$ cat config.mk
export PLATFORM = sky130hd
export DESIGN_NAME = hltm_timer
export DESIGN_NICKNAME = d
export VERILOG_FILES = /design/src/include/hltm_pkg.sv /design/src/hltm_edge_det.sv /design/src/hltm_timer.sv
export SDC_FILE = /design/constraint.sdc
export NUM_CORES = 1
export LEC_CHECK = 0
export BUFFER_PORTS_ARGS = -buffer_cell sky130_fd_sc_hd__buf_2
export CAP_MARGIN = 25
export CORE_ASPECT_RATIO = 1.2
export CORE_MARGIN = 5
export CORE_UTILIZATION = 55
export DETAILED_ROUTE_END_ITERATION = 10
export PLACE_DENSITY = 0.93
export SYNTH_ARGS = -nofsm -noshare
export SYNTH_HDL_FRONTEND = slang
export SYNTH_SLANG_ARGS = --single-unit
$ cat constraint.sdc
create_clock -name clk -period 3.85 [get_ports clk]
set_input_delay 0.77 -clock clk [delete_from_list [all_inputs] [get_ports clk]]
set_output_delay 0.77 -clock clk [all_outputs]
set_load 0.01 [all_outputs]
$ cat src/include/hltm_pkg.sv
// Shared constants and types for the hardware-limit timer mode controller.
package hltm_pkg;

  // Counter width of the documented timer.
  localparam int HLTM_CNT_W = 8;

  // Register decode width and word offsets on the bus.
  localparam int          HLTM_ADDR_W     = 12;
  localparam logic [11:0] HLTM_OFS_CTRL   = 12'h000;
  localparam logic [11:0] HLTM_OFS_PERIOD = 12'h004;
  localparam logic [11:0] HLTM_OFS_COUNT  = 12'h008;
  localparam logic [11:0] HLTM_OFS_STATUS = 12'h00c;

  // Field positions in the control register.
  localparam int HLTM_CTRL_ON_POS   = 0;
  localparam int HLTM_CTRL_MODE_POS = 1;
  localparam int HLTM_CTRL_SRC_POS  = 6;

  // Field positions in the status register.
  localparam int HLTM_STAT_ON_POS  = 0;
  localparam int HLTM_STAT_RUN_POS = 1;
  localparam int HLTM_STAT_ERS_POS = 2;

  // Reset values.
  localparam logic [7:0] HLTM_PERIOD_RST = 8'hff;
  localparam logic [4:0] HLTM_MODE_RST   = 5'h00;
  localparam logic [3:0] HLTM_SRC_RST    = 4'h0;

  // Mode codes: free-running period modes.
  localparam logic [4:0] HLTM_M_FREE_SOFT    = 5'h00;
  localparam logic [4:0] HLTM_M_FREE_GATE_HI = 5'h01;
  localparam logic [4:0] HLTM_M_FREE_GATE_LO = 5'h02;
  localparam logic [4:0] HLTM_M_FREE_ANY_CLR = 5'h03;
  localparam logic [4:0] HLTM_M_FREE_RIS_CLR = 5'h04;
  localparam logic [4:0] HLTM_M_FREE_FAL_CLR = 5'h05;
  localparam logic [4:0] HLTM_M_FREE_LO_CLR  = 5'h06;
  localparam logic [4:0] HLTM_M_FREE_HI_CLR  = 5'h07;
  // Mode codes: one-shot modes.
  localparam logic [4:0] HLTM_M_OS_SOFT      = 5'h08;
  localparam logic [4:0] HLTM_M_OS_RIS       = 5'h09;
  localparam logic [4:0] HLTM_M_OS_FAL       = 5'h0a;
  localparam logic [4:0] HLTM_M_OS_ANY       = 5'h0b;
  localparam logic [4:0] HLTM_M_OS_RIS_RIS   = 5'h0c;
  localparam logic [4:0] HLTM_M_OS_FAL_FAL   = 5'h0d;
  localparam logic [4:0] HLTM_M_OS_RIS_LO    = 5'h0e;
  localparam logic [4:0] HLTM_M_OS_FAL_HI    = 5'h0f;
  // Mode codes: mono-stable modes.
  localparam logic [4:0] HLTM_M_MS_RIS       = 5'h11;
  localparam logic [4:0] HLTM_M_MS_FAL       = 5'h12;

  // Control register fields.
  typedef struct packed {
    logic [3:0] src;
    logic [4:0] mode;
    logic       on;
  } hltm_ctrl_t;

  // Edges seen on the external reset signal.
  typedef struct packed {
    logic rise;
    logic fall;
  } hltm_edge_t;

  // Phase of the edge- or software-started modes.
  typedef enum logic {HLTM_PH_IDLE, HLTM_PH_RUN} hltm_phase_t;

endpackage

$ cat src/hltm_edge_det.sv
// Edge detector for the selected external reset signal.
`timescale 1ns/1ps
`default_nettype none
module hltm_edge_det
  import hltm_pkg::*;
(
  input  wire logic              clk,
  input  wire logic              rst_n,
  input  wire logic              ce,
  input  wire logic              level,
  output hltm_pkg::hltm_edge_t   edges
);

  // Previous level and a flag that a valid sample exists.
  typedef struct packed {
    logic prev;
    logic primed;
  } hltm_edst_t;

  hltm_edst_t s;       // Registered state.
  hltm_edst_t next_s;  // Next state.

  // Edges are reported only after one sample, so a high level at reset is no edge.
  always_comb begin
    edges.rise = s.primed & level & ~s.prev;
    edges.fall = s.primed & ~level & s.prev;
  end

  // Sample the level while the clock enable is high.
  always_comb begin
    next_s = s;
    if (ce) begin
      next_s.prev   = level;
      next_s.primed = 1'b1;
    end
  end

  // State register.
  always_ff @(posedge clk or negedge rst_n) begin
    if (!rst_n) begin
      s <= '0;
    end else begin
      s <= next_s;
    end
  end

endmodule
`default_nettype wire

$ cat src/hltm_timer.sv
// Mode controller and counter of the hardware-limit timer with AHB-Lite registers.
// Function
// - Software mode: run bit alone gates counting.
// - Gate high: count while run and signal high.
// - Gate low: count while run and signal low.
// - Edge reset modes clear counter on edges.
// - Low level holds counter clear, stops it.
// - High level holds counter clear, stops it.
// - One-shot started by software run bit.
// - One-shot started by run plus chosen edge.
// - One-shot edge start; same edge later clears.
// - One-shot edge start, opposite level clears.
// - Mono-stable started by edge; code 10000 reserved.
// - After run clears, new edge needed.
// - One-shot match clears run, stops at zero.
// - Mono-stable match stops at zero, run stays.
// - Source select picks pin or on-chip signal.
`timescale 1ns/1ps
`default_nettype none
module hltm_timer
  import hltm_pkg::*;
#(
  parameter int CNT_W = hltm_pkg::HLTM_CNT_W
)(
  input  wire logic              clk,
  input  wire logic              rstn,
  input  wire logic              ce,
  input  wire logic              hsel,
  input  wire logic [31:0]       haddr,
  input  wire logic [1:0]        htrans,
  input  wire logic              hwrite,
  input  wire logic [2:0]        hsize,
  input  wire logic [31:0]       hwdata,
  input  wire logic              hready,
  output logic                   hreadyout,
  output logic                   hresp,
  output logic [31:0]            hrdata,
  input  wire logic              ext_reset_pin,
  input  wire logic [14:0]       ext_reset_onchip,
  output logic [CNT_W-1:0]       count_value,
  output logic                   period_match,
  output logic                   timer_on
);

  // Refuse counter widths that do not fit the 32-bit register words.
  if (CNT_W < 1 || CNT_W > 32) begin : g_bad_width
    $error("hltm_timer: CNT_W must lie between 1 and 32");
  end

  // All state of the block.
  typedef struct packed {
    logic                   pin_s1;   // First stage of the pin synchroniser.
    logic                   pin_s2;   // Second stage of the pin synchroniser.
    hltm_ctrl_t             ctrl;     // Run bit, mode and source select.
    logic [CNT_W-1:0]       period;   // Period limit.
    logic [CNT_W-1:0]       count;    // Counter value.
    hltm_phase_t            phase;    // Started or waiting, for started modes.
    logic                   match;    // One-cycle period-match pulse.
    logic                   wr_pend;  // A write data phase is due.
    logic [HLTM_ADDR_W-1:0] wr_addr;  // Address of the pending write.
    logic [31:0]            rdata;    // Read data for the data phase.
  } hltm_state_t;

  // Reset value of the state.
  localparam hltm_state_t HLTM_STATE_RST = '{
    pin_s1:  1'b0,
    pin_s2:  1'b0,
    ctrl:    '{src: HLTM_SRC_RST, mode: HLTM_MODE_RST, on: 1'b0},
    period:  CNT_W'(HLTM_PERIOD_RST),
    count:   '0,
    phase:   HLTM_PH_IDLE,
    match:   1'b0,
    wr_pend: 1'b0,
    wr_addr: '0,
    rdata:   '0
  };

  logic [1:0]  rst_q;    // Reset release synchroniser.
  logic        rst_n;    // Synchronised reset, active low.
  hltm_state_t s;        // Registered state.
  hltm_state_t next_s;   // Next state.
  logic        ers;      // Selected external reset signal.
  hltm_edge_t  edges;    // Edges of the selected signal.
  logic        any_edge; // Either edge.
  logic        gate;     // Counter may advance this cycle.
  logic        clr;      // Counter is cleared this cycle.
  logic        start;    // Started mode begins counting.
  logic        started;  // Started modes: in the run phase.
  logic        one_shot; // Mode belongs to the one-shot class.
  logic        mono;     // Mode belongs to the mono-stable class.
  logic        addr_ok;  // Address phase accepted.

  // Reset is asserted at once and released through two flip-flops.
  always_ff @(posedge clk or negedge rstn) begin
    if (!rstn) begin
      rst_q <= 2'b00;
    end else begin
      rst_q <= {rst_q[0], 1'b1};
    end
  end
  assign rst_n = rst_q[1];

  // Source 0 is the synchronised pin, the others come from on-chip logic.
  always_comb begin
    if (s.ctrl.src == 4'h0) begin
      ers = s.pin_s2;
    end else begin
      ers = ext_reset_onchip[s.ctrl.src - 4'h1];
    end
  end

  // Edge detection of the selected signal.
  hltm_edge_det u_edge (
    .clk   (clk),
    .rst_n (rst_n),
    .ce    (ce),
    .level (ers),
    .edges (edges)
  );

  assign any_edge = edges.rise | edges.fall;
  assign started  = (s.phase == HLTM_PH_RUN);

  // Decode the mode into gate, clear and start terms.
  always_comb begin
    gate     = 1'b0;
    clr      = 1'b0;
    start    = 1'b0;
    one_shot = 1'b0;
    mono     = 1'b0;
    case (s.ctrl.mode)
      HLTM_M_FREE_SOFT: begin
        gate = s.ctrl.on;
      end
      HLTM_M_FREE_GATE_HI: begin
        gate = s.ctrl.on & ers;
      end
      HLTM_M_FREE_GATE_LO: begin
        gate = s.ctrl.on & ~ers;
      end
      HLTM_M_FREE_ANY_CLR: begin
        gate = s.ctrl.on;
        clr  = any_edge;
      end
      HLTM_M_FREE_RIS_CLR: begin
        gate = s.ctrl.on;
        clr  = edges.rise;
      end
      HLTM_M_FREE_FAL_CLR: begin
        gate = s.ctrl.on;
        clr  = edges.fall;
      end
      HLTM_M_FREE_LO_CLR: begin
        gate = s.ctrl.on & ers;
        clr  = ~ers;
      end
      HLTM_M_FREE_HI_CLR: begin
        gate = s.ctrl.on & ~ers;
        clr  = ers;
      end
      HLTM_M_OS_SOFT: begin
        one_shot = 1'b1;
        start    = s.ctrl.on;
      end
      HLTM_M_OS_RIS: begin
        one_shot = 1'b1;
        start    = s.ctrl.on & edges.rise;
      end
      HLTM_M_OS_FAL: begin
        one_shot = 1'b1;
        start    = s.ctrl.on & edges.fall;
      end
      HLTM_M_OS_ANY: begin
        one_shot = 1'b1;
        start    = s.ctrl.on & any_edge;
      end
      HLTM_M_OS_RIS_RIS: begin
        one_shot = 1'b1;
        start    = s.ctrl.on & edges.rise;
        clr      = started & edges.rise;
      end
      HLTM_M_OS_FAL_FAL: begin
        one_shot = 1'b1;
        start    = s.ctrl.on & edges.fall;
        clr      = started & edges.fall;
      end
      HLTM_M_OS_RIS_LO: begin
        one_shot = 1'b1;
        start    = s.ctrl.on & edges.rise;
        clr      = ~ers;
      end
      HLTM_M_OS_FAL_HI: begin
        one_shot = 1'b1;
        start    = s.ctrl.on & edges.fall;
        clr      = ers;
      end
      HLTM_M_MS_RIS: begin
        mono  = 1'b1;
        start = s.ctrl.on & edges.rise;
      end
      HLTM_M_MS_FAL: begin
        mono  = 1'b1;
        start = s.ctrl.on & edges.fall;
      end
      default: begin
        // Reserved codes, 10000 among them, never count.
        gate = 1'b0;
      end
    endcase
    // Started modes advance only in their run phase.
    if (one_shot | mono) begin
      gate = s.ctrl.on & started;
    end
  end

  // An address phase is taken when the slave is selected and the bus is ready.
  assign addr_ok = hsel & hready & htrans[1];

  // Next-state logic: synchroniser, counter, phase and register writes.
  always_comb begin
    next_s        = s;
    next_s.match  = 1'b0;
    next_s.pin_s1 = ext_reset_pin;
    next_s.pin_s2 = s.pin_s1;
    // Phase of the started modes.
    if (!s.ctrl.on) begin
      next_s.phase = HLTM_PH_IDLE;
    end else if ((one_shot | mono) && !started && start) begin
      next_s.phase = HLTM_PH_RUN;
    end
    // Counter.
    if (clr) begin
      next_s.count = '0;
    end else if (gate) begin
      if (s.count == s.period) begin
        next_s.count = '0;
        next_s.match = 1'b1;
        if (one_shot) begin
          next_s.ctrl.on = 1'b0;
          next_s.phase   = HLTM_PH_IDLE;
        end
        if (mono) begin
          next_s.phase = HLTM_PH_IDLE;
        end
      end else begin
        next_s.count = s.count + 1'b1;
      end
    end
    // Data phase of a write; a software write of the run bit wins over the hardware clear.
    if (s.wr_pend) begin
      next_s.wr_pend = 1'b0;
      case (s.wr_addr)
        HLTM_OFS_CTRL: begin
          next_s.ctrl.on   = hwdata[HLTM_CTRL_ON_POS];
          next_s.ctrl.mode = hwdata[HLTM_CTRL_MODE_POS +: 5];
          next_s.ctrl.src  = hwdata[HLTM_CTRL_SRC_POS +: 4];
          if (hwdata[HLTM_CTRL_MODE_POS +: 5] != s.ctrl.mode) begin
            next_s.phase = HLTM_PH_IDLE;
          end
        end
        HLTM_OFS_PERIOD: begin
          next_s.period = hwdata[CNT_W-1:0];
        end
        default: begin
          // Read-only and unmapped words ignore writes.
          next_s.wr_pend = 1'b0;
        end
      endcase
    end
    // Address phase: note a write, or fetch read data from the updated state.
    if (addr_ok) begin
      next_s.wr_pend = hwrite;
      next_s.wr_addr = haddr[HLTM_ADDR_W-1:0];
      if (!hwrite) begin
        next_s.rdata = '0;
        case (haddr[HLTM_ADDR_W-1:0])
          HLTM_OFS_CTRL: begin
            next_s.rdata[HLTM_CTRL_ON_POS]          = next_s.ctrl.on;
            next_s.rdata[HLTM_CTRL_MODE_POS +: 5]   = next_s.ctrl.mode;
            next_s.rdata[HLTM_CTRL_SRC_POS +: 4]    = next_s.ctrl.src;
          end
          HLTM_OFS_PERIOD: begin
            next_s.rdata[CNT_W-1:0] = next_s.period;
          end
          HLTM_OFS_COUNT: begin
            next_s.rdata[CNT_W-1:0] = next_s.count;
          end
          HLTM_OFS_STATUS: begin
            next_s.rdata[HLTM_STAT_ON_POS]  = next_s.ctrl.on;
            next_s.rdata[HLTM_STAT_RUN_POS] = gate;
            next_s.rdata[HLTM_STAT_ERS_POS] = ers;
          end
          default: begin
            // Unmapped words read as zero.
            next_s.rdata = '0;
          end
        endcase
      end
    end
    // A low clock enable freezes every bit of state.
    if (!ce) begin
      next_s = s;
    end
  end

  // State register.
  always_ff @(posedge clk or negedge rst_n) begin
    if (!rst_n) begin
      s <= HLTM_STATE_RST;
    end else begin
      s <= next_s;
    end
  end

  // The slave never waits and always answers OKAY.
  assign hreadyout    = 1'b1;
  assign hresp        = 1'b0;
  assign hrdata       = s.rdata;
  assign count_value  = s.count;
  assign period_match = s.match;
  assign timer_on     = s.ctrl.on;

endmodule
`default_nettype wire

==> Yosys cells after proc, flatten, opt, wreduce, memory -nomap -nowiden <==
Cells that the tools add are included.
{ "op_classes": {"add_sub_neg": 2, "magnitude_cmp": 1, "n_eq_ne": 23, "muxes": 33, "n_bitwise": 19, "reduce_logical": 18} }
{ "ops": {"columns": ["operator", "count"], "rows": [
  ["$mux 45", 1],
  ["$eq 5x4->1 const B", 8],
  ["$mux 10", 3],
  ["$eq 12x3->1 const B", 2],
  ["$eq 12x4->1 const B", 2],
  ["$logic_not 12->1", 2],
  ["$mux 8", 3],
  ["$eq 5x3->1 const B", 4],
  ["$mux 18", 1],
  ["$mux 1", 16],
  ["$pmux 5 s3", 1],
  ["$and 1x1->1", 14],
  ["$pmux 3 s4", 1],
  ["$reduce_or 4->1", 3],
  ["$eq 5x2->1 const B", 2],
  ["$eq 5x5->1 const B", 2],
  ["$reduce_or 2->1", 5],
  ["$add 8x1->8 const B", 1],
  ["$eq 8x8->1", 1],
  ["$reduce_or 8->1", 1],
  ["$pmux 1 s7", 1],
  ["$mux 2", 3],
  ["$eq 5x1->1 const B", 1],
  ["$logic_not 5->1", 1],
  ["other kinds (13)", 17]
]} }
{ "totals": {"ff_bits": 57, "in_bits": 91, "out_inout_bits": 44, "wordCells": 111} }

==> Logic depth before layout (Yosys ltp) <==
Gate-level depths: netlist (run 1).
{ "depth": {"depth_word": 21, "ltp_mapped": 12, "ltp_nobuf": 10} }

==> Hierarchy <==
From an unflattened synthesis (run 1), not the netlist that was laid out.
{ "hier_totals": {"hier_cells": 395, "hier_area_um2": 3913.8} }
{ "modules_own_cells": {"columns": ["mod", "n_inst", "cells_each", "area_each_um2", "seq_area_each_um2"], "rows": [
  ["hltm_timer", 1, 389, 3824.9, 1386.3],
  ["hltm_edge_det", 1, 6, 88.8, 50.0]
]} }

==> Worst setup path after synthesis (run 1) <==
OpenSTA, ideal clock, no wires.
{ "synth_path": {"kind": "flip-flop to flip-flop", "start": "register s[69] in the netlist's numbering", "end": "register s (netlist bit hrdata[0])", "setup_time_ns": 0.131, "arrival_time_ns": 2.754, "t_required_ns": 3.719, "path_slack_ns": 0.964, "path_stages_with_launch": 12, "n_path_buf": 1, "synth_period_minus_slack_ns": 2.886, "cell_sequence": "dfrtp_1 -> buf_6 -> inv_1 -> ha_1 -> mux4_2 -> nor2b_2 -> o31ai_1 -> mux2i_1 -> nand4_4 -> a2111oi_2 -> nor3_1 -> or3_1"} }
{ "synth_between": {"elab_chain_cells": 13, "elab_cells_between_ends": 25, "classes_between": "add/sub: 1; mux: 13; bitwise: 10; reduce/logical: 1"} }
{ "synth_lines": {"columns": ["element", "line", "text"], "rows": [
  ["start: declaration", "hltm_timer.sv:80", "hltm_state_t s;"],
  ["start signal: assignment", "hltm_timer.sv:311", "s <= next_s;"],
  ["$sub 4x1->4", "hltm_timer.sv:108", "ers = ext_reset_onchip[s.ctrl.src - 4'h1];"],
  ["$bmux 1 s4", "hltm_timer.sv:108", null],
  ["$mux 1 (not written as such)", "hltm_timer.sv:108", null],
  ["$mux 1 (*)", "hltm_timer.sv:105", "if (s.ctrl.src == 4'h0) begin"],
  ["$not 1->1", null, null],
  ["$and 1x1->1 (on tied branches)", "hltm_edge_det.sv:26, hltm_timer.sv:139, hltm_timer.sv:158", null],
  ["$and 1x1->1 / $pmux 1 s3 (equally long branches)", "hltm_edge_det.sv:26, hltm_timer.sv:131", null],
  ["$and 1x1->1, or another cell as far along", "hltm_timer.sv:185", "clr = started & edges.fall;"],
  ["$pmux 1 s7 / $mux 1 (equally long branches)", "hltm_timer.sv:131, hltm_timer.sv:234", null],
  ["$mux 1", "hltm_timer.sv:232", "if (clr) begin"],
  ["$mux 10", "hltm_timer.sv:252", "case (s.wr_addr)"],
  ["$mux 18", "hltm_timer.sv:250", "if (s.wr_pend) begin"],
  ["$pmux 3 s4 (*)", "hltm_timer.sv:276", "case (haddr[HLTM_ADDR_W-1:0])"]
]} }
Every way passes the cells marked *; elsewhere a longest branch is shown, timed or not. The select of a mux whose other input is x is not followed.
A chain may end at the register's enable or synchronous reset.

==> Worst setup path after layout (run 1) <==
{ "layout_path": {"start": "register s[70] in the netlist's numbering", "end": "register s (netlist bit hrdata[2])"} }
{ "layout_between": {"elab_chain_cells": 11, "elab_cells_between_ends": 21, "classes_between": "add/sub: 1; mux: 9; bitwise: 10; reduce/logical: 1"} }
{ "layout_lines": {"columns": ["element", "line"], "rows": [
  ["$sub 4x1->4", "hltm_timer.sv:108"],
  ["$bmux 1 s4", "hltm_timer.sv:108"],
  ["$mux 1 (not written as such)", "hltm_timer.sv:108"],
  ["$mux 1 (*)", "hltm_timer.sv:105"],
  ["$not 1->1", null],
  ["$and 1x1->1 (on tied branches)", "hltm_edge_det.sv:26, hltm_timer.sv:139, hltm_timer.sv:158"],
  ["$and 1x1->1 / $pmux 1 s3 (equally long branches)", "hltm_edge_det.sv:26, hltm_timer.sv:131"],
  ["$and 1x1->1, or another cell as far along", "hltm_timer.sv:185"],
  ["$pmux 1 s7 / $mux 10 (equally long branches)", "hltm_timer.sv:131, hltm_timer.sv:234"],
  ["$mux 8", "hltm_timer.sv:232"],
  ["$pmux 3 s4 (*)", "hltm_timer.sv:276"]
]} }
Marks and branches as above.

==> results by group, run 1 <==
Die
  • CORE AREA: slightly above 7000 µm²
  • Die Y-Extent: about 100 µm
  • Die area: a little over 9000 µm²
  • Row cnt: 34
  • Die width: between 80 and 90 µm
  • Initial Utilization: 0.5607
  • Boundary Pins: ~140

STA
  • Final setup violation count: 0
  • RSZ-0062 raised after global routing: no
  • Fmax: 0.3005 GHz
  • Clock Skew: 8.011 ps
  • Fin. Hold Viols: 0
  • Worst slew pin tran: slightly above 700 ps
  • Fin crit share: 0.8642
  • Setup TNS: 0 ps
  • Slew Limit Headroom: 0.5194
  • Final worst path period need: between 3000 and 4000 ps
  • Slew Viols, Final: 0

Clocking
  • Hold_buf cts: 0
  • PostCTS Resize Cnt: 0
  • Clock Latency Late Sink: between 300 and 400 ps
  • TritonCTS Buffers: 9
  • Clock transition at path regs: approximately 60 ps
  • CTS root buf: clkbuf_8
  • Clk buf depth: 2
  • CTS tree: yes
  • Setup bufs post-CTS: 0
  • H-tree levels: 3
  • Num Clock Sinks: 57

Synth
  • Post-Syn Instances: 411
  • Number of synthesized register bits: 57
  • Xor/xnor share of the synthesized area: 0.06083
  • Post-Synthesis Cell Area: 4031 µm²
  • Post-synth EDFFs: 0
  • Synth Area in Simple Gates: 0.1539
  • Largest family of logic cells by synthesized area: multiplexers
  • Yosys warns: 0
  • Compound-Gate Fraction of Synth Area: 0.1400
  • Synth Area in Adders: 0.009311
  • Synth async-reset ratio: 1.000
  • Syn Area/Cell: between 9 and 10 µm²
  • Mux share of post-synthesis cell area: 0.1583
  • Main synth FF type: dfrtp_1
  • Distinct cells, synth: between 70 and 80
  • Sequential share of the synthesized area: 0.3563

Placed design
  • Port Buffers: 64
  • GP Congestion: slightly above 0.9
  • Placed cell count: approximately 530
  • HPWL after detailed placement: ~7500 µm
  • Placed inst area: between 4000 and 5000 µm²

Final layout
  • Area grow syn2layout: 8.535%
  • Share of layout cells above drive strength 1: 0.3173
  • Antenna cell count: 0
  • Fillers: ~570
  • Register area: 1438 µm²
  • Final nets: roughly 550
  • Layout Cells excl Fill: 547
  • Final Cell Area: 4375 µm²
  • Multi-input logic area: roughly 2200 µm²

Global routing
  • GRT Overall Usage: 0.2238
  • Pin count of the biggest net entering global routing: between 50 and 60
  • Overflow left after global routing: 0
  • Antenna violations before repair: 0
  • Vias in the first global route: 3,323
  • First-pass GRT wire length: ~16,000 µm

Worst setup path
  • Crit Path Max Fanout: 10
  • Worst Setup Start Kind: register
  • Critical path arrival: roughly 3600 ps
  • Nature of the critical path endpoint: register
  • Setup CP Type: register to register
  • Worst EP required: approximately 4100 ps
  • Reg2Reg Depth: 11

Routing
  • Vias after detailed routing: ~3,400
  • Initial drt markers: between 200 and 300
  • WL/cell: 18.63 µm
  • 1st-pass router iterations: 5
  • Post-route antenna net violation count: 0
  • Post-route DRC: 0
  • Vias/cell: between 6 and 7
  • Overall routed net length: 10,190 µm

Power
  • VDD IR-drop max: around 0.44 mV
  • Pwr dens: 474.4 nW/µm²
  • Leakage: between 1.5 and 2 nW

Job
  • MaxCap Viol Count: 0

Run status
  • Status: completed

Hold path
  • Type of the worst min-delay path: primary input to async pin
==> worst paths after layout <==
check	to	slack, ps	from
hold / removal	rst_q[0]$_DFF_PN0_	210	rstn
setup / recovery	hrdata[2]$_DFFE_PN0P_	520	s[70]$_DFFE_PN0P_
max in group asynchronous	s[38]$_DFFE_PN0P_	2960	rst_q[1]$_DFF_PN0_
setup reg to reg	hrdata[2]$_DFFE_PN0P_	520	s[70]$_DFFE_PN0P_
min in group clk	rst_q[1]$_DFF_PN0_	350	rst_q[0]$_DFF_PN0_
hold reg to reg	rst_q[1]$_DFF_PN0_	350	rst_q[0]$_DFF_PN0_
==> logic make-up after synthesis <==
logic type               after synthesis
AO/OA/AOI/OAI                         77
XOR/XNOR                              28
adder cells (fa/ha/maj)                3
buffers and inverters                 82
flip-flops                            57
multiplexers                          55
other                                  2
AND/OR/NAND/NOR                      107
==> final cells by class <==
cell class,count,area share
Clock buffer,13,0.03403
Clock inverter,3,0.009151
Inverter,19,0.01630
Multi-Input combinational cell,295,0.5027
Sequential cell,57,0.3286
Tap cell,90,0.02574
Timing Repair Buffer,70,0.08350
==> state kept, by name, summed over array words and instances, names as in the netlist <==
register,flops
count_value,8
hrdata,10
period_match,1
rst_q,2
s,32
started,1
timer_on,1
u_edge.s,2
==> synth_stat cells (4+ instances only) <==
library cell / n / share of area
dfrtp_1: 49 / 0.30
buf_4: 42 / 0.078
mux2_2: 33 / 0.092
nand2_1: 25 / 0.023
inv_1: 19 / 0.018
clkbuf_1: 17 / 0.016
mux2i_1: 17 / 0.042
xnor2_1: 14 / 0.030
xor2_1: 14 / 0.030
nor2_1: 13 / 0.012
o21ai_0: 12 / 0.015
o22ai_1: 11 / 0.017
nand3_1: 10 / 0.012
nor4_1: 9 / 0.014
a21oi_1: 8 / 0.0099
dfstp_2: 8 / 0.052
nand4_1: 8 / 0.012
a22oi_1: 6 / 0.011
nand2b_1: 6 / 0.0093
a21boi_0: 4 / 0.0074
nor2b_1: 4 / 0.0062
nor3_1: 4 / 0.0050
==> per-layer routing <==
metal | vias up | wire length (µm) | GRT usage
li1 | 1506 | - | -
met1 | 1653 | 3810 | 0.2595
met2 | 187 | 5273 | 0.3922
met3 | 30 | 814 | 0.04051
met4 | 0 | 291 | 0.09935
met5 | - | 0 | 0
==> critical path, stage by stage (launching register included) <==
cell	delay (ps)
dfrtp_1	460
inv_1	100
ha_1	410
mux4_2	340
mux2_2	300
nand2_1	120
a21o_1	330
a211oi_4	110
buf_4	200
a21oi_2	360
nand3_1	280
o21ai_0	230
==> power breakdown <==
group	switching [mW]	leakage [nW]	internal [mW]	total [mW]
Combinational	0.389	1.20	0.305	0.695
Clock	0.231	0.0974	0.315	0.546
Sequential	0.145	0.690	0.690	0.835
==> stage by stage <==
stage	util	hold slack [ps]	total power [mW]	setup WS [ps]
after CTS	0.6086	195.7	2.075	542.8
after detailed placement	0.5823	342.7	1.519	534.9
after floorplan	-	331.2	1.379	964.3
after global placement	0.5823	338.3	1.479	643.3
final	0.6086	208.6	2.076	522.7
after global routing	0.6086	193.6	2.193	310.9
==> placed cells by master (no fill, tap or decap), types with 12 or more instances in the layout <==
| cell | count |
|---|---|
| buf_2 | 64 |
| dfrtp_1 | 48 |
| mux2_2 | 33 |
| nand2_1 | 25 |
| conb_1 | 25 |
| inv_1 | 19 |
| mux2i_1 | 17 |
| xnor2_1 | 14 |
| xor2_1 | 14 |
| nor2_1 | 13 |
| o21ai_0 | 12 |
(Power assumes the default switching activity.)
==> inputs of run 2 (changes only) <==
REMOVE_ABC_BUFFERS = 1   (was not set)
==> run 2 against run 1 <==
  * First-iteration DRC count increased by 11%
  * Power rose by 2.6%
  * Register-to-register slack better by 90 ps
  * Combinational power down 5.5%
  * Clock skew increased by 0.88 ps
  * Fmax increased by 2.8%
  * Clock-buffer cell count fell by 3
  * Core utilization is 0.56 points higher
  * Highest routed layer unchanged
  * Critical path depth down 1
  * Global-route usage decreased by 1.2 points
  * Via count fell by 2.7%
==> results by group, run 2 (synthesized netlist as in run 1, its figures left out) <==
Worst setup path
  • Critical path's slowest cell: o31ai_1
  • Setup CP Type: register to register
  • Nature of the critical path endpoint: register
  • Worst Setup Start Kind: register
  • Max incr delay on CP: 520 ps (+60 ps)
  • Worst EP required: 4070 ps (-30 ps)
  • Crit Path Max Fanout: 7 (-3)
  • Buffers & Inverters on Critical Path: 1 (-1)
  • Critical path's top delay family: compound AO/OA/AOI/OAI gates
  • Crit-path cells: inv_1, ha_1, nor2b_1, a221oi_2, o31ai_1, mux2i_2, nand4_4, a2111oi_2, nor3_1, or3_1
  • Critical path arrival: 3460 ps (-120 ps)

STA
  • Setup TNS: 0 ps (unchanged)
  • Slew Viols, Final: 0 (unchanged)
  • Clock Skew: 8.891 ps (+0.8798 ps)
  • Fin crit share: 0.8403 (-0.02394)
  • Fin. Hold Viols: 0 (unchanged)
  • RSZ-0062 raised after global routing: no
  • Fmax: 0.3091 GHz (+2.8%)
  • Slew Limit Headroom: 0.5440 (+0.02463)
  • Final setup violation count: 0 (unchanged)
  • Final worst path period need: 3235 ps (-92.19 ps)
  • Setup ws final: 614.9 ps (+92.19 ps)
  • Worst slew pin tran: 683.9 ps (-36.95 ps)

Run status
  • Status: completed

Routing
  • Vias/cell: 6.007 (-2.7%)
  • 1st-pass router iterations: 6 (+1)
  • Post-route DRC: 0 (unchanged)
  • Initial drt markers: 296 (+11%)
  • Post-route antenna net violation count: 0 (unchanged)
  • WL/cell: 17.49 µm (-6.1%)
  • Overall routed net length: 9568 µm (-6.1%)
  • Vias after detailed routing: 3,286 (-2.7%)

Power
  • Internal power: 1.371 mW (+4.6%)
  • Pwr dens: 482.4 nW/µm² (+1.7%)
  • Net Sw Power: 759.2 µW (-0.78%)
  • Leakage: 2.001 nW (+0.42%)
  • Overall power: 2.130 mW (+2.6%)
  • VDD IR-drop max: 0.3870 mV (-12%)
  • Clock network power share: 0.298 (+0.035)
  • Sequential power share: 0.394 (-0.008)
  • Sw Ratio: 0.3564 (-0.01217)
  • Combinational share of power: 0.309 (-0.026)

Die
  • Die Y-Extent: 103.8 µm (unchanged)
  • Die width: 88.16 µm (unchanged)
  • Row cnt: 34 (unchanged)
  • Die area: 9149 µm² (unchanged)
  • Initial Utilization: 0.5607 (unchanged)
  • CORE AREA: 7189 µm² (unchanged)
  • Boundary Pins: 135 (unchanged)

Final layout
  • Final nets: 546 (unchanged)
  • Final Cell Area: 4415 µm² (+0.91%)
  • Share of layout cells above drive strength 1: 0.3239 (+0.006565)
  • Area grow syn2layout: 9.528%
  • Most common cell after layout, fill and taps aside: buf_2
  • Fillers: 553 (-3.2%)
  • Biggest register: s
  • Max FFs per register: 32 (unchanged)
  • Most frequent cells in the layout: buf_2 (64), dfrtp_1 (48), mux2_2 (33), nand2_1 (25), conb_1 (25)
  • Antenna cell count: 0 (unchanged)

Clocking
  • Num Clock Sinks: 57 (unchanged)
  • PostCTS Resize Cnt: 0 (unchanged)
  • Clk buf depth: 2 (unchanged)
  • Setup bufs post-CTS: 0 (unchanged)
  • CTS root buf: clkbuf_8
  • H-tree levels: 3 (unchanged)
  • Clock transition at path regs: 70 ps (about the same)
  • TritonCTS Buffers: 9 (unchanged)
  • Hold_buf cts: 0 (unchanged)
  • Clock Latency Late Sink: 350 ps (about the same)
  • CTS tree: yes

Global routing
  • GRT Overall Usage: 0.2116 (-0.01222)
  • First-pass GRT wire length: 15,450 µm (-4.7%)
  • Overflow left after global routing: 0 (unchanged)
  • Vias in the first global route: 3,306 (-0.51%)
  • Pin count of the biggest net entering global routing: 56 (unchanged)
  • Antenna violations before repair: 0 (unchanged)

Placed design
  • Port Buffers: 64 (unchanged)
  • GP Congestion: 0.8676 (-7.3%)
  • Placed inst area: 4187 µm² (unchanged)
  • Worst slack at placement: 635.4 ps (+100.5 ps)
  • HPWL after detailed placement: 7176 µm (-3.7%)

Job
  • MaxCap Viol Count: 0 (unchanged)

Hold path
  • Type of the worst min-delay path: primary input to async pin
-- run 2: path summary, 6_finish.rpt --
kind	slack, ps	startpoint	end	depth (start not counted)
worst max-delay path	610	s[70]$_DFFE_PN0P_	hrdata[0]$_DFFE_PN0P_	10
worst min-delay path	190	rstn	rst_q[1]$_DFF_PN0_	1
worst max register to register	610	s[70]$_DFFE_PN0P_	hrdata[0]$_DFFE_PN0P_	10
worst min register to register	360	rst_q[0]$_DFF_PN0_	rst_q[1]$_DFF_PN0_	0
max in group asynchronous	3000	rst_q[1]$_DFF_PN0_	count_value[3]$_DFFE_PN0P_	1
min in group clk	360	rst_q[0]$_DFF_PN0_	rst_q[1]$_DFF_PN0_	0
-- run 2: power by group through the flow --
stage	registers, mW	clock network (mW)	logic, mW
global route	0.852	0.667	0.718
CTS	0.832	0.643	0.656
floorplan	0.833	0	0.445
finish	0.839	0.634	0.657
global placement	0.833	0	0.621
detailed placement	0.843	0	0.651
-- run 2: worst register-to-register path, stage by stage (launching register included) --
cell and delay (ps):
dfrtp_1 460, inv_1 100, ha_1 370, nor2b_1 190
a221oi_2 100, o31ai_1 520, mux2i_2 350, nand4_4 210
a2111oi_2 360, nor3_1 100, or3_1 360
-- run 2: area by class of cell --
cell class | instances | area (µm²) | share of cell area
flip-flops and latches | 57 | 1438 | 0.3256
clock buffers | 10 | 137.6 | 0.03117
multi-input cells | 295 | 2200 | 0.4982
clock inverters | 6 | 91.34 | 0.02069
inverters | 19 | 71.32 | 0.01615
repair buffers | 70 | 365.4 | 0.08274
well taps | 90 | 112.6 | 0.02550
-- run 2: per-layer routing --
layer / global-route usage / up-vias / share of wire / wire (µm)
met4: 0.09827 / 0 / 0.024 / 225
met5: 0 / - / 0 / 0
met3: 0.04369 / 23 / 0.085 / 811
met1: 0.2456 / 1591 / 0.38 / 3631
li1: - / 1512 / - / -
met2: 0.3648 / 160 / 0.51 / 4899
-- run 2: stage by stage --
| stage | cells | util | hold slack [ps] |
|---|---|---|---|
| after floorplan | 371 | - | 331.2 |
| final | 547 | 0.6142 | 194.1 |
| after detailed placement | 531 | 0.5823 | 347.0 |
| after CTS | 547 | 0.6142 | 180.2 |
| after global routing | 547 | 0.6142 | 186.9 |
| after global placement | 531 | 0.5823 | 339.3 |
==> inputs of run 3 (changes only) <==
CORE_UTILIZATION = 46   (was 55)
PLACE_DENSITY = 0.84   (was 0.93)
clock period = 2.9 ns   (was 3.85 ns; I/O delays follow)
==> run 3 against run 2 <==
  * Cell count grew 8.8%
  * Power grew 41%
  * Sequential power grew 31%
  * Core utilization shrank 6.2 points
  * Flip-flop and latch count is the same
  * Register-to-register slack lost 500 ps
  * Fmax grew 16%
  * Clock-buffer cell count grew 2
  * Die area grew 17%
  * Critical path depth grew 2
  * Global-route usage shrank 1.5 points
  * Combinational power grew 60%
  * Largest cell class unchanged
  * Largest power group unchanged
==> results by group, run 3 (synthesized netlist as in run 1, its figures left out) <==
Run status
  • Status: completed

Die
  • Die Y-Extent: 112.6 µm (+8.4%)
  • Row cnt: 37 (+8.8%)
  • CORE AREA: 8564 µm² (+19%)
  • Die area: 10,740 µm² (+17%)
  • Initial Utilization: 0.4707 (-0.09003)
  • Die width: 95.46 µm (+8.3%)
  • Boundary Pins: 135 (unchanged)

Routing
  • Post-route DRC: 0 (unchanged)
  • 1st-pass router iterations: 5 (-1)
  • Vias after detailed routing: 3,395 (+3.3%)
  • Vias/cell: 5.706 (-5.0%)
  • Overall routed net length: 10,550 µm (+10%)
  • Initial drt markers: 196 (-34%)
  • WL/cell: 17.73 µm (+1.4%)
  • Post-route antenna net violation count: 0 (unchanged)

Worst setup path
  • Worst EP required: 3120 ps (-950 ps)
  • Setup CP Type: register to register
  • Crit-path cells: inv_2, ha_4, mux4_2, nor2b_4, o31a_1, a21o_1, a211oi_4, buf_6, buf_12, xor2_1, o2111a_1, or3_1
  • Crit Path Max Fanout: 13 (+6)
  • Nature of the critical path endpoint: register
  • Max incr delay on CP: 390 ps (-130 ps)
  • Worst Setup Start Kind: register
  • Critical path's top delay family: compound AO/OA/AOI/OAI gates
  • Buffers & Inverters on Critical Path: 3 (+2)
  • Critical path arrival: 3010 ps (-450 ps)
  • Critical path's slowest cell: dfrtp_1

Final layout
  • Most common cell after layout, fill and taps aside: buf_2
  • Biggest register: s
  • Antenna cell count: 0 (unchanged)
  • Area grow syn2layout: 17.26%
  • Final core utilization: 0.5519 (-0.06223)
  • Final nets: 567 (+3.8%)
  • Share of layout cells above drive strength 1: 0.3724 (+0.04853)
  • Most frequent cells in the layout: buf_2 (64), dfrtp_1 (48), mux2_2 (33), conb_1 (25), nand2_1 (24)
  • Max FFs per register: 32 (unchanged)

Placed design
  • Port Buffers: 64 (unchanged)
  • HPWL after detailed placement: 7867 µm (+9.6%)
  • GP Congestion: 0.8767 (+1.0%)

Clocking
  • CTS tree: yes
  • Clock Latency Late Sink: 340 ps (about the same)
  • H-tree levels: 3 (unchanged)
  • Num Clock Sinks: 57 (unchanged)
  • Clk buf depth: 2 (unchanged)
  • TritonCTS Buffers: 9 (unchanged)
  • CTS root buf: clkbuf_8
  • Clock transition at path regs: 70 ps (about the same)

STA
  • Slew Viols, Final: 0 (unchanged)
  • Slew Limit Headroom: 0.4621 (-0.08198)
  • Worst slew pin tran: 796.8 ps (+112.9 ps)
  • Final worst path period need: 2784 ps (-451.4 ps)
  • WHS: 243.7 ps (+49.61 ps)
  • Fin. Hold Viols: 0 (unchanged)
  • Clock Skew: 6.873 ps (-2.018 ps)
  • Fmax: 0.3592 GHz (+16%)
  • Final setup violation count: 0 (unchanged)
  • Setup TNS: 0 ps (unchanged)
  • Fin crit share: 0.9599 (+0.1196)

Global routing
  • Antenna violations before repair: 0 (unchanged)
  • GRT Overall Usage: 0.1965 (-0.01504)
  • First-pass GRT wire length: 16,710 µm (+8.2%)
  • Overflow left after global routing: 0 (unchanged)
  • Pin count of the biggest net entering global routing: 32 (-43%)
  • Vias in the first global route: 3,332 (+0.79%)

Job
  • MaxCap Viol Count: 0 (unchanged)

Hold path
  • Type of the worst min-delay path: register to async pin

Power
  • Leakage: 2.138 nW (+6.9%)
  • VDD IR-drop max: 0.4446 mV (+15%)
  • Overall power: 3.007 mW (+41%)
  • Pwr dens: 636.1 nW/µm² (+32%)
run 3: changes by cell type in the layout (fill, tap and decap cells not counted), sizes merged:
cell	change
buf	+20
dlygate4sd3	+1
clkinv	-1
clkinvlp	-1
clkbuf	+2
run 3: layout make-up:
cell class,count,area (µm²)
sequential,57,1438
clock buffer,12,155.1
multi-input combinational,295,2283
fill,718,3837
timing repair buffer,91,558.0
clock inverter,4,75.07
tap,117,146.4
inverter,19,71.32
run 3: report_power, final:
group | switching (mW) | leakage (nW) | total, mW | internal, mW
logic | 0.544 | 1.34 | 1.05 | 0.509
registers | 0.184 | 0.690 | 1.10 | 0.917
clock network | 0.323 | 0.109 | 0.853 | 0.531
total | 1.05 | 2.14 | 3.01 | 1.96
run 3: path summary, 6_finish.rpt:
check / start / to / slack, ps / cells past startpoint
setup / recovery: s[69]$_DFFE_PN0P_ / hrdata[0]$_DFFE_PN0P_ / 120 / 12
hold / removal: rst_q[1]$_DFF_PN0_ / s[34]$_DFFE_PN0P_ / 240 / 0
setup reg to reg: s[69]$_DFFE_PN0P_ / hrdata[0]$_DFFE_PN0P_ / 120 / 12
max in group asynchronous: rst_q[1]$_DFF_PN0_ / s[58]$_DFFE_PN1P_ / 1870 / 2
hold reg to reg: rst_q[1]$_DFF_PN0_ / s[34]$_DFFE_PN0P_ / 240 / 0
min in group clk: rst_q[0]$_DFF_PN0_ / rst_q[1]$_DFF_PN0_ / 360 / 0
run 3: per-layer routing:
layer | track usage | up-vias | wire, µm
met5 | 0 | - | 0
met3 | 0.04424 | 34 | 769
met2 | 0.3349 | 169 | 5411
met1 | 0.2369 | 1645 | 4052
li1 | - | 1547 | -
met4 | 0.07875 | 0 | 318
run 3: repair_timing:
action | CTS | global route
buffers inserted | 0 | 6
hold buffers | 1 | 0
gates resized for setup | 1 | 19
endpoints found under the setup margin | 13 | 15
gates cloned | 0 | 0
pin swaps | 1 | 7
endpoints found under the hold margin | 2 | 0
run 3: worst register-to-register path: cells and delay by family (launching register included):
family,cells,cell delay [ps]
AOI/OAI and AO/OA,4,650
xor gates and xnor gates,1,140
adders and majority gates,1,310
buffers and inverters,3,350
DFF,1,390
muxes,1,340
and+or+nand+nor,2,480
run 3: per-stage QoR:
| step | cell area [µm²] | cells | setup slack [ps] |
|---|---|---|---|
| 3_5_place_dp | 4350 | 572 | -49.80 |
| 2_1_floorplan | 3707 | 371 | -168.3 |
| 4_1_cts | 4596 | 589 | 29.41 |
| 5_1_grt | 4727 | 595 | -24.56 |
| 6_report | 4727 | 595 | 116.3 |
| 3_3_place_gp | 4330 | 571 | 27.42 |
